===== src/inc/timer_capture_interrupt_unit_defines.vh =====
/*
  Constants of the timer, capture and interrupt unit: register offsets,
  field positions, interrupt source numbers and timing counts.
  Assumes a core clock of 250 MHz and an 8-bit register address.
*/
`ifndef TIMER_CAPTURE_INTERRUPT_UNIT_DEFINES_VH
`define TIMER_CAPTURE_INTERRUPT_UNIT_DEFINES_VH

// Clock and time base
`define CLK_PERIOD_NS   4
`define US_TICK_NS      1000
`define US_DIV_CYC      (`US_TICK_NS / `CLK_PERIOD_NS)
`define WDOG_TIME_MS    8
`define WDOG_US_CNT     (`WDOG_TIME_MS * 1000)
`define WAKE_US_CNT     1024

// Register offsets
`define REG_IRQ_STATUS  8'h00
`define REG_IRQ_MASK    8'h01
`define REG_IRQ_CTRL    8'h02
`define REG_TIMER       8'h03
`define REG_PIN_MASK    8'h04
`define REG_PIN_RISE    8'h05
`define REG_CAP_CTRL    8'h06
`define REG_CAP_A_RISE  8'h07
`define REG_CAP_A_FALL  8'h08
`define REG_CAP_B_RISE  8'h09
`define REG_CAP_B_FALL  8'h0A
`define REG_WDOG_CLR    8'h0B
`define REG_STACK_PTR   8'h0C
`define REG_VECTOR      8'h0D

// Field positions
`define CTRL_GIE_BIT    0
`define CAP_PS_LSB      0
`define CAP_PS_MSB      2
`define CAP_A_RISE_BIT  3
`define CAP_A_FALL_BIT  4
`define CAP_B_RISE_BIT  5
`define CAP_B_FALL_BIT  6

// Interrupt sources, index 0 has the highest priority
`define SRC_USB_RESET   0
`define SRC_T128        1
`define SRC_T1024       2
`define SRC_EP0         3
`define SRC_EP1         4
`define SRC_EP2         5
`define SRC_CAP_A       6
`define SRC_CAP_B       7
`define SRC_WAKE        8
`define SRC_PIN         9
`define NUM_SRC         10

`endif


===== src/hdl/timer_capture_interrupt_unit.v =====
/*
  Timer, capture and vectored interrupt unit with watchdog and suspend
  wake-up timer. Registers sit on a plain strobe port with read data one
  cycle after the read strobe. Assumes all inputs synchronous to
  core_clk_in and an 8-bit core that pushes its state through the stack
  write port driven here.
*/
`include "timer_capture_interrupt_unit_defines.vh"

module timer_capture_interrupt_unit #(
  parameter PIN_W   = 16,
  parameter WDOG_US = `WDOG_US_CNT,
  parameter WAKE_US = `WAKE_US_CNT
) (
  input  wire              core_clk_in,
  input  wire              srst_in,
  input  wire [7:0]        reg_addr_in,
  input  wire [15:0]       reg_wdata_in,
  input  wire              reg_wr_in,
  input  wire              reg_rd_in,
  output wire [15:0]       reg_rdata_out,
  input  wire              usb_bus_reset_in,
  input  wire [2:0]        ep_done_in,
  input  wire              capture_input_a_in,
  input  wire              capture_input_b_in,
  input  wire [PIN_W-1:0]  pin_in,
  input  wire              suspend_in,
  input  wire              int_ack_in,
  input  wire [13:0]       ret_pc_in,
  input  wire              ret_carry_in,
  input  wire              ret_zero_in,
  output wire              irq_out,
  output wire              int_enable_out,
  output wire [3:0]        int_vector_out,
  output wire              stack_we_out,
  output wire [7:0]        stack_addr_out,
  output wire [7:0]        stack_data_out,
  output wire              watchdog_reset_event_out
);

  localparam integer US_DIV   = `US_DIV_CYC;
  localparam [7:0]  US_LAST   = US_DIV[7:0] - 8'h01;
  localparam [12:0] WDOG_LAST = WDOG_US[12:0] - 13'h0001;
  localparam [15:0] WAKE_LAST = WAKE_US[15:0] - 16'h0001;
  localparam        ST_IDLE   = 1'b0;
  localparam        ST_PUSH_HI = 1'b1;

  // Register state
  reg [7:0]        us_div_q;
  reg              us_tick_q;
  reg [11:0]       timer_q;
  reg [9:0]        status_q;
  reg [9:0]        mask_q;
  reg              gie_q;
  reg [PIN_W-1:0]  pin_mask_q;
  reg [PIN_W-1:0]  pin_rise_q;
  reg [PIN_W-1:0]  pin_prev_q;
  reg [6:0]        cap_ctrl_q;
  reg [7:0]        cap_a_rise_q;
  reg [7:0]        cap_a_fall_q;
  reg [7:0]        cap_b_rise_q;
  reg [7:0]        cap_b_fall_q;
  reg              cap_a_prev_q;
  reg              cap_b_prev_q;
  reg [12:0]       wdog_cnt_q;
  reg              wdog_fire_q;
  reg [15:0]       wake_cnt_q;
  reg [7:0]        psp_q;
  reg              st_q;
  reg              stack_we_q;
  reg [7:0]        stack_addr_q;
  reg [7:0]        stack_data_q;
  reg [7:0]        push_hi_q;
  reg [3:0]        vector_q;
  reg [15:0]       rdata_q;

  // Combinational terms
  wire             rst;
  wire             wr_hit_status;
  wire [9:0]       events;
  wire [9:0]       active;
  wire [PIN_W-1:0] pin_rise_ev;
  wire [PIN_W-1:0] pin_fall_ev;
  wire             pin_ev;
  wire             a_rise_st;
  wire             a_fall_st;
  wire             b_rise_st;
  wire             b_fall_st;
  wire             wake_ev;
  wire             ack_take;
  reg  [7:0]       cap_slice;
  reg  [3:0]       prio_idx;
  reg  [15:0]      rd_mux;
  integer          i;

  // Watchdog expiry resets the unit like an external reset
  // watchdog forces reset
  assign rst = srst_in | wdog_fire_q;

  // 1 MHz tick from the core clock
  always @(posedge core_clk_in) begin
    if (rst) begin
      us_div_q  <= 8'h00;
      us_tick_q <= 1'b0;
    end else begin
      us_tick_q <= (us_div_q == US_LAST);
      us_div_q  <= (us_div_q == US_LAST) ? 8'h00 : us_div_q + 8'h01;
    end
  end

  // Free-running counter, wraps silently; firmware subtracts readings
  // counter advance
  always @(posedge core_clk_in) begin
    if (rst) begin
      timer_q <= 12'h000;
    end else if (us_tick_q) begin
      timer_q <= timer_q + 12'h001;
    end
  end

  // Pin edge detection against last sample
  // per-pin edge polarity
  assign pin_rise_ev = pin_in & ~pin_prev_q & pin_rise_q;
  assign pin_fall_ev = ~pin_in & pin_prev_q & ~pin_rise_q;
  assign pin_ev = |((pin_rise_ev | pin_fall_ev) & pin_mask_q);

  always @(posedge core_clk_in) begin
    if (rst) begin
      pin_prev_q   <= {PIN_W{1'b0}};
      cap_a_prev_q <= 1'b0;
      cap_b_prev_q <= 1'b0;
    end else begin
      pin_prev_q   <= pin_in;
      cap_a_prev_q <= capture_input_a_in;
      cap_b_prev_q <= capture_input_b_in;
    end
  end

  // Prescaler picks which 8 bits of the counter are captured;
  // codes above the last setting fall back to the coarsest slice
  // five prescaler settings
  always @* begin
    case (cap_ctrl_q[`CAP_PS_MSB:`CAP_PS_LSB])
      3'h0: cap_slice = timer_q[7:0];
      3'h1: cap_slice = timer_q[8:1];
      3'h2: cap_slice = timer_q[9:2];
      3'h3: cap_slice = timer_q[10:3];
      default: cap_slice = timer_q[11:4];
    endcase
  end

  // Capture edges, each edge kind enabled separately
  assign a_rise_st = capture_input_a_in & ~cap_a_prev_q & cap_ctrl_q[`CAP_A_RISE_BIT];
  assign a_fall_st = ~capture_input_a_in & cap_a_prev_q & cap_ctrl_q[`CAP_A_FALL_BIT];
  assign b_rise_st = capture_input_b_in & ~cap_b_prev_q & cap_ctrl_q[`CAP_B_RISE_BIT];
  assign b_fall_st = ~capture_input_b_in & cap_b_prev_q & cap_ctrl_q[`CAP_B_FALL_BIT];

  // Four capture registers, one per pin and edge
  // store counter slice
  always @(posedge core_clk_in) begin
    if (rst) begin
      cap_a_rise_q <= 8'h00;
      cap_a_fall_q <= 8'h00;
      cap_b_rise_q <= 8'h00;
      cap_b_fall_q <= 8'h00;
    end else begin
      if (a_rise_st) begin
        cap_a_rise_q <= cap_slice;
      end
      if (a_fall_st) begin
        cap_a_fall_q <= cap_slice;
      end
      if (b_rise_st) begin
        cap_b_rise_q <= cap_slice;
      end
      if (b_fall_st) begin
        cap_b_fall_q <= cap_slice;
      end
    end
  end

  // Wake-up timer only runs in suspend; restarts on each entry
  // suspend wake-up requests
  assign wake_ev = suspend_in & us_tick_q & (wake_cnt_q == WAKE_LAST);

  always @(posedge core_clk_in) begin
    if (rst || !suspend_in) begin
      wake_cnt_q <= 16'h0000;
    end else if (us_tick_q) begin
      wake_cnt_q <= (wake_cnt_q == WAKE_LAST) ? 16'h0000 : wake_cnt_q + 16'h0001;
    end
  end

  // Watchdog counts microseconds until firmware writes the clear
  // register; its fire flop drops by itself after one cycle and is reset only by the external reset
  // watchdog timeout
  always @(posedge core_clk_in) begin
    if (srst_in) begin
      wdog_fire_q <= 1'b0;
    end else begin
      wdog_fire_q <= ~wdog_fire_q & us_tick_q & (wdog_cnt_q == WDOG_LAST);
    end
  end

  always @(posedge core_clk_in) begin
    if (rst) begin
      wdog_cnt_q <= 13'h0000;
    end else if (reg_wr_in && reg_addr_in == `REG_WDOG_CLR) begin
      wdog_cnt_q <= 13'h0000;
    end else if (us_tick_q && wdog_cnt_q != WDOG_LAST) begin
      wdog_cnt_q <= wdog_cnt_q + 13'h0001;
    end
  end

  // Event vector, one bit per source
  // source set
  assign events[`SRC_USB_RESET] = usb_bus_reset_in;
  assign events[`SRC_T128]      = us_tick_q & (timer_q[6:0] == 7'h7F);
  assign events[`SRC_T1024]     = us_tick_q & (timer_q[9:0] == 10'h3FF);
  assign events[`SRC_EP0]       = ep_done_in[0];
  assign events[`SRC_EP1]       = ep_done_in[1];
  assign events[`SRC_EP2]       = ep_done_in[2];
  assign events[`SRC_CAP_A]     = a_rise_st | a_fall_st;
  assign events[`SRC_CAP_B]     = b_rise_st | b_fall_st;
  assign events[`SRC_WAKE]      = wake_ev;
  assign events[`SRC_PIN]       = pin_ev;

  // Enabled pending sources; timer ticks gated by their mask bits
  // tick enable gate
  assign active  = status_q & mask_q;
  assign irq_out = |active;
  assign int_enable_out = gie_q;

  // Lowest index wins among active sources
  // fixed priority select
  always @* begin
    prio_idx = 4'h0;
    for (i = `NUM_SRC - 1; i >= 0; i = i - 1) begin
      if (active[i]) begin
        prio_idx = i[3:0];
      end
    end
  end

  // Acknowledge is ignored when nothing is eligible or a push runs
  assign ack_take = int_ack_in & gie_q & irq_out & (st_q == ST_IDLE);
  assign wr_hit_status = reg_wr_in && reg_addr_in == `REG_IRQ_STATUS;

  // Sticky status: a new event beats a write-one clear
  // clear on acknowledge
  always @(posedge core_clk_in) begin
    if (rst) begin
      status_q <= 10'h000;
    end else begin
      status_q <= (status_q
                   & ~(wr_hit_status ? reg_wdata_in[9:0] : 10'h000)
                   & ~(ack_take ? (10'h001 << prio_idx) : 10'h000))
                  | events;
    end
  end

  // Software configuration registers
  always @(posedge core_clk_in) begin
    if (rst) begin
      mask_q     <= 10'h000;
      pin_mask_q <= {PIN_W{1'b0}};
      pin_rise_q <= {PIN_W{1'b0}};
      cap_ctrl_q <= 7'h00;
    end else if (reg_wr_in) begin
      case (reg_addr_in)
        `REG_IRQ_MASK: mask_q     <= reg_wdata_in[9:0];
        `REG_PIN_MASK: pin_mask_q <= reg_wdata_in[PIN_W-1:0];
        `REG_PIN_RISE: pin_rise_q <= reg_wdata_in[PIN_W-1:0];
        `REG_CAP_CTRL: cap_ctrl_q <= reg_wdata_in[6:0];
        default: ;
      endcase
    end
  end

  // Acknowledge sequence: disable, latch vector, push two bytes;
  // acknowledge wins over a same-cycle software write
  // disable and push
  always @(posedge core_clk_in) begin
    if (rst) begin
      gie_q        <= 1'b0;
      psp_q        <= 8'h00;
      st_q         <= ST_IDLE;
      stack_we_q   <= 1'b0;
      stack_addr_q <= 8'h00;
      stack_data_q <= 8'h00;
      push_hi_q    <= 8'h00;
      vector_q     <= 4'h0;
    end else begin
      case (st_q)
        ST_IDLE: begin
          if (ack_take) begin
            gie_q        <= 1'b0;
            vector_q     <= prio_idx;
            stack_we_q   <= 1'b1;
            stack_addr_q <= psp_q;
            stack_data_q <= ret_pc_in[7:0];
            push_hi_q    <= {ret_carry_in, ret_zero_in, ret_pc_in[13:8]};
            psp_q        <= psp_q + 8'h01;
            st_q         <= ST_PUSH_HI;
          end else begin
            stack_we_q <= 1'b0;
            if (reg_wr_in && reg_addr_in == `REG_IRQ_CTRL) begin
              gie_q <= reg_wdata_in[`CTRL_GIE_BIT];
            end
            if (reg_wr_in && reg_addr_in == `REG_STACK_PTR) begin
              psp_q <= reg_wdata_in[7:0];
            end
          end
        end
        ST_PUSH_HI: begin
          stack_we_q   <= 1'b1;
          stack_addr_q <= psp_q;
          stack_data_q <= push_hi_q;
          psp_q        <= psp_q + 8'h01;
          st_q         <= ST_IDLE;
        end
        default: begin
          st_q <= ST_IDLE;
        end
      endcase
    end
  end

  assign int_vector_out = vector_q;
  assign stack_we_out   = stack_we_q;
  assign stack_addr_out = stack_addr_q;
  assign stack_data_out = stack_data_q;
  assign watchdog_reset_event_out = wdog_fire_q;

  // Read mux; unmapped offsets read zero
  // counter readable
  always @* begin
    rd_mux = 16'h0000;
    case (reg_addr_in)
      `REG_IRQ_STATUS: rd_mux = {6'h00, status_q};
      `REG_IRQ_MASK:   rd_mux = {6'h00, mask_q};
      `REG_IRQ_CTRL:   rd_mux = {15'h0000, gie_q};
      `REG_TIMER:      rd_mux = {4'h0, timer_q};
      `REG_PIN_MASK:   rd_mux[PIN_W-1:0] = pin_mask_q;
      `REG_PIN_RISE:   rd_mux[PIN_W-1:0] = pin_rise_q;
      `REG_CAP_CTRL:   rd_mux = {9'h000, cap_ctrl_q};
      `REG_CAP_A_RISE: rd_mux = {8'h00, cap_a_rise_q};
      `REG_CAP_A_FALL: rd_mux = {8'h00, cap_a_fall_q};
      `REG_CAP_B_RISE: rd_mux = {8'h00, cap_b_rise_q};
      `REG_CAP_B_FALL: rd_mux = {8'h00, cap_b_fall_q};
      `REG_STACK_PTR:  rd_mux = {8'h00, psp_q};
      `REG_VECTOR:     rd_mux = {12'h000, vector_q};
      default:         rd_mux = 16'h0000;
    endcase
  end

  // Read data valid only in the cycle after the strobe
  always @(posedge core_clk_in) begin
    if (rst) begin
      rdata_q <= 16'h0000;
    end else begin
      rdata_q <= reg_rd_in ? rd_mux : 16'h0000;
    end
  end

  assign reg_rdata_out = rdata_q;

endmodule


===== config.mk =====
export PLATFORM = sky130hd
export DESIGN_NAME = timer_capture_interrupt_unit
export DESIGN_NICKNAME = d
export VERILOG_FILES = /design/src/hdl/timer_capture_interrupt_unit.v
export VERILOG_INCLUDE_DIRS = /design/src /design/src/inc
export SDC_FILE = /design/constraint.sdc
export NUM_CORES = 1
export LEC_CHECK = 0
export ABC_AREA = 1
export ABC_CLOCK_PERIOD_IN_PS = 1790
export BUFFER_PORTS_ARGS = -buffer_cell sky130_fd_sc_hd__buf_2
export CAP_MARGIN = 25
export CORE_ASPECT_RATIO = 1.5
export CORE_MARGIN = 5
export CORE_UTILIZATION = 38
export CTS_BUF_LIST = sky130_fd_sc_hd__clkbuf_4 sky130_fd_sc_hd__clkbuf_8
export CTS_CLUSTER_SIZE = 12
export DETAILED_ROUTE_END_ITERATION = 10
export GPL_TIMING_DRIVEN = 0
export PLACE_DENSITY = 0.67
export SYNTH_ARGS = -nofsm -noshare
export SYNTH_HDL_FRONTEND = slang
export SYNTH_SLANG_ARGS = --single-unit

===== constraint.sdc =====
create_clock -name core_clk_in -period 1.79 [get_ports core_clk_in]
set_clock_uncertainty 0.05 [all_clocks]
set_input_delay 0.537 -clock core_clk_in [delete_from_list [all_inputs] [get_ports core_clk_in]]
set_output_delay 0.537 -clock core_clk_in [all_outputs]
set_load 0.02 [all_outputs]

==> out/metrics.csv <==
stage,metric,value,unit
layout,number of antenna repair diodes,0,
power_and_ir_drop,power consumption,10000,µW
grt,via count of the first global-routing pass,9831,
place,number of port buffers,106,
worst_setup_path,arrival time reported for the critical path endpoint,1440,ps
worst_setup_path,Crit Path Category,reg -> out,
detailed_routing,number of routed nets with antenna violations,0,
timing,final hold violation count,0,
layout,final-stage net count,1622,
grt,first-pass GRT wire length,50200,µm
floorplanning,die extent in y,205,µm
floorplanning,Top-Level Pins,108,
detailed_routing,sum of routed wire length over all layers,31600,µm
synthesis,summed instance area of the synthesized netlist,9680,µm²
synthesis,sequential cell area fraction in the yosys report,44.5,%
clock_tree,CTS H-Tree Depth,2,
timing,"Period Utilization, post-route",113,%
clock_tree,clock input transition at the sequential cells of the worst setup and hold paths,70,ps
floorplanning,initial cell density of the core,38.5,%
synthesis,"Warnings, synthesis",0,
detailed_routing,routed wire length per instance,16.6,µm
floorplanning,number of placement rows,71,
layout,core occupancy in the finished layout,48.3,%
clock_tree,clock tree from TritonCTS,yes,
detailed_routing,vias per std cell,5.25,
worst_setup_path,Critical Path Sink Type,output pin,
grt,gr ovfl total,0,
layout,Syn-to-layout area delta,25.4,%
grt,maximum number of pins on one net before global-route repair,11,
run,max cap viols,0,
floorplanning,width of the chip,140,µm
layout,layout filler cell count,2467,
clock_tree,maximum clock path buffer count,3,
place,placer's final routability congestion estimate,0.947,
worst_setup_path,Worst EP required,1200,ps
synthesis,number of enable flip-flop cells after synthesis,0,
grt,GRT Total Usage,21.8,%
synthesis,synthesized netlist cell count,1365,
synthesis,synth top area cells,"sky130_fd_sc_hd__dfxtp_1 (44%), sky130_fd_sc_hd__nand2_1 (9.7%), sky130_fd_sc_hd__inv_1 (7.5%)",
floorplanning,die outline area,28800,µm²
timing,max-slew violation count,0,
synthesis,Async SR Flop Fraction,0,%
status,violations in the final reports,setup timing,
timing,maximum clock rate,493,MHz
synthesis,"Distinct cells, synth",44,
grt,antenna violations before repair,1,
status,outcome,finished with violations,
clock_tree,cell chosen for the clock root,sky130_fd_sc_hd__clkbuf_8,
clock_tree,total number of clock tree sinks,215,
detailed_routing,detailed-route DRC error count,0,
worst_setup_path,kind of launch point of the worst setup path,register,
timing,unrepaired setup endpoints after global routing,true,
timing,setup_tns,-540,ps
power_and_ir_drop,worst vdd ir,0.512,mV
power_and_ir_drop,power per standard cell area,825,nW/µm²
detailed_routing,total via count in the routed design,9984,
synthesis,post-synthesis net count,1439,
timing,Slew @ Worst Pin,539,ps
floorplanning,Core Box Area,25100,µm²
synthesis,average footprint of a synthesized cell,7.09,µm²
worst_setup_path,worst-path maximum fanout,3,
timing,setup slack of the critical path after layout,-238,ps
synthesis,most used flip-flop cell after synthesis,sky130_fd_sc_hd__dfxtp_1,
timing,worst slew margin relative to its limit,64.1,%
detailed_routing,number of optimization iterations in the first detailed-route pass,8,
timing,Final min period,2030,ps
clock_tree,CTS Hold Bufs,0,
power_and_ir_drop,leakage power figure,0.00527,µW
synthesis,biggest area consumer among synthesized cells,sky130_fd_sc_hd__dfxtp_1,
place,HPWL after DPL,23600,µm
synthesis,area fraction of the dominant cell type after synthesis,44.5,%
synthesis,number of register bits inferred by synthesis,215,
synthesis,most instantiated cells after synthesis,"sky130_fd_sc_hd__nand2_1 (250), sky130_fd_sc_hd__dfxtp_1 (215), sky130_fd_sc_hd__inv_1 (194)",
clock_tree,latest clock arrival within the worst-skew pair,560,ps
layout,share of layout cells above drive strength 1,23.6,%
detailed_routing,DR iter-0 viols,733,
clock_tree,total CTS buffers,36,
timing,"Setup violations, final",7,
synthesis,most common cell in the netlist,sky130_fd_sc_hd__nand2_1,
worst_hold_path,class of the worst hold path,in -> reg,
[placed cells by master (no fill, tap or decap), types with 45 or more instances in the layout]
cell,n
sky130_fd_sc_hd__clkbuf_8,48
sky130_fd_sc_hd__buf_4,45
sky130_fd_sc_hd__a21oi_1,133
sky130_fd_sc_hd__nor2_1,127
sky130_fd_sc_hd__dfxtp_1,192
sky130_fd_sc_hd__o21ai_1,57
sky130_fd_sc_hd__inv_1,191
sky130_fd_sc_hd__o21ai_0,77
sky130_fd_sc_hd__buf_2,114
sky130_fd_sc_hd__nand2_1,231
[state kept, by name, summed over array words and instances, names as in the netlist, 10 cells and up]
name	count
reg_rdata_out	16
status_q	10
wdog_cnt_q	13
timer_q	12
pin_rise_q	16
pin_prev_q	16
mask_q	10
pin_mask_q	16
wake_cnt_q	16
[critical path, stage by stage (launching register included)]
cell and delay, ps:
sky130_fd_sc_hd__dfxtp_2 340, sky130_fd_sc_hd__nand2_4 80, sky130_fd_sc_hd__nand2_4 60, sky130_fd_sc_hd__nor2_4 160
sky130_fd_sc_hd__nand3_4 100, sky130_fd_sc_hd__buf_6 140
[cell families (layout without fill, tap and decap cells)]
family	after synthesis	count (layout)	synth area share (%)
AND/OR/NAND/NOR	529	529	23.9
buffers and inverters	258	468	10.3
AO/OA/AOI/OAI	342	342	19.2
flip-flops	215	215	44.5
XOR/XNOR	15	15	1.36
adder cells (fa/ha/maj)	6	6	0.776
[final timing paths]
| path | from | to | slack, ps | depth (start not counted) |
|---|---|---|---|---|
| setup / recovery | status_q[6] | irq_out | -240 | 5 |
| hold / removal | pin_in[15] | pin_prev_q[15] | 170 | 3 |
| setup reg to reg | status_q[3] | status_q[6] | -70 | 13 |
| hold reg to reg | wdog_cnt_q[4] | wdog_cnt_q[4] | 400 | 2 |
[through the flow]
| step | std cells | instance area (µm²) | worst slack (ps) | hold WS (ps) |
|---|---|---|---|---|
| after floorplan | 1365 | 9680 | 78.9 | 373 |
| after global placement | 1799 | 10600 | -1020 | 389 |
| after CTS | 1890 | 11800 | -231 | 150 |
| after detailed placement | 1799 | 10600 | -1040 | 396 |
| after global routing | 1903 | 12100 | -277 | 161 |
| final | 1903 | 12100 | -238 | 175 |
[per-layer routing]
layer  track usage [%]  routed length [µm]
met1              24.8               11900
met2              37.1               15100
met3              3.98                2290
met4              14.6                2280
met5                 0                   7
[power by group]
| part | switching, µW | internal, µW | total [µW] | leakage [µW] |
|---|---|---|---|---|
| combinational | 269 | 124 | 393 | 0.00310 |
| sequential | 25.1 | 4820 | 4840 | 0.00175 |
| clock | 2050 | 2730 | 4780 | 0.000420 |
| total | 2340 | 7680 | 10000 | 0.00527 |
[final cells by class]
class / instances / area (µm²) / area share (%)
multi-input combinational: 892 / 4730 / 39.0
sequential: 215 / 4340 / 35.8
timing repair buffer: 147 / 847 / 6.98
inverter: 218 / 823 / 6.78
clock buffer: 57 / 728 / 6.00
tap: 328 / 410 / 3.38
buffer: 38 / 190 / 1.57
clock inverter: 8 / 70.1 / 0.577
[timing repair]
item | in CTS | in global routing
gates resized for setup | 57 | 79
endpoints found under the setup margin | 160 | 127
setup buffers | 27 | 14
pin swaps | 17 | 28
Note: power is estimated with default switching activity, not from simulation.
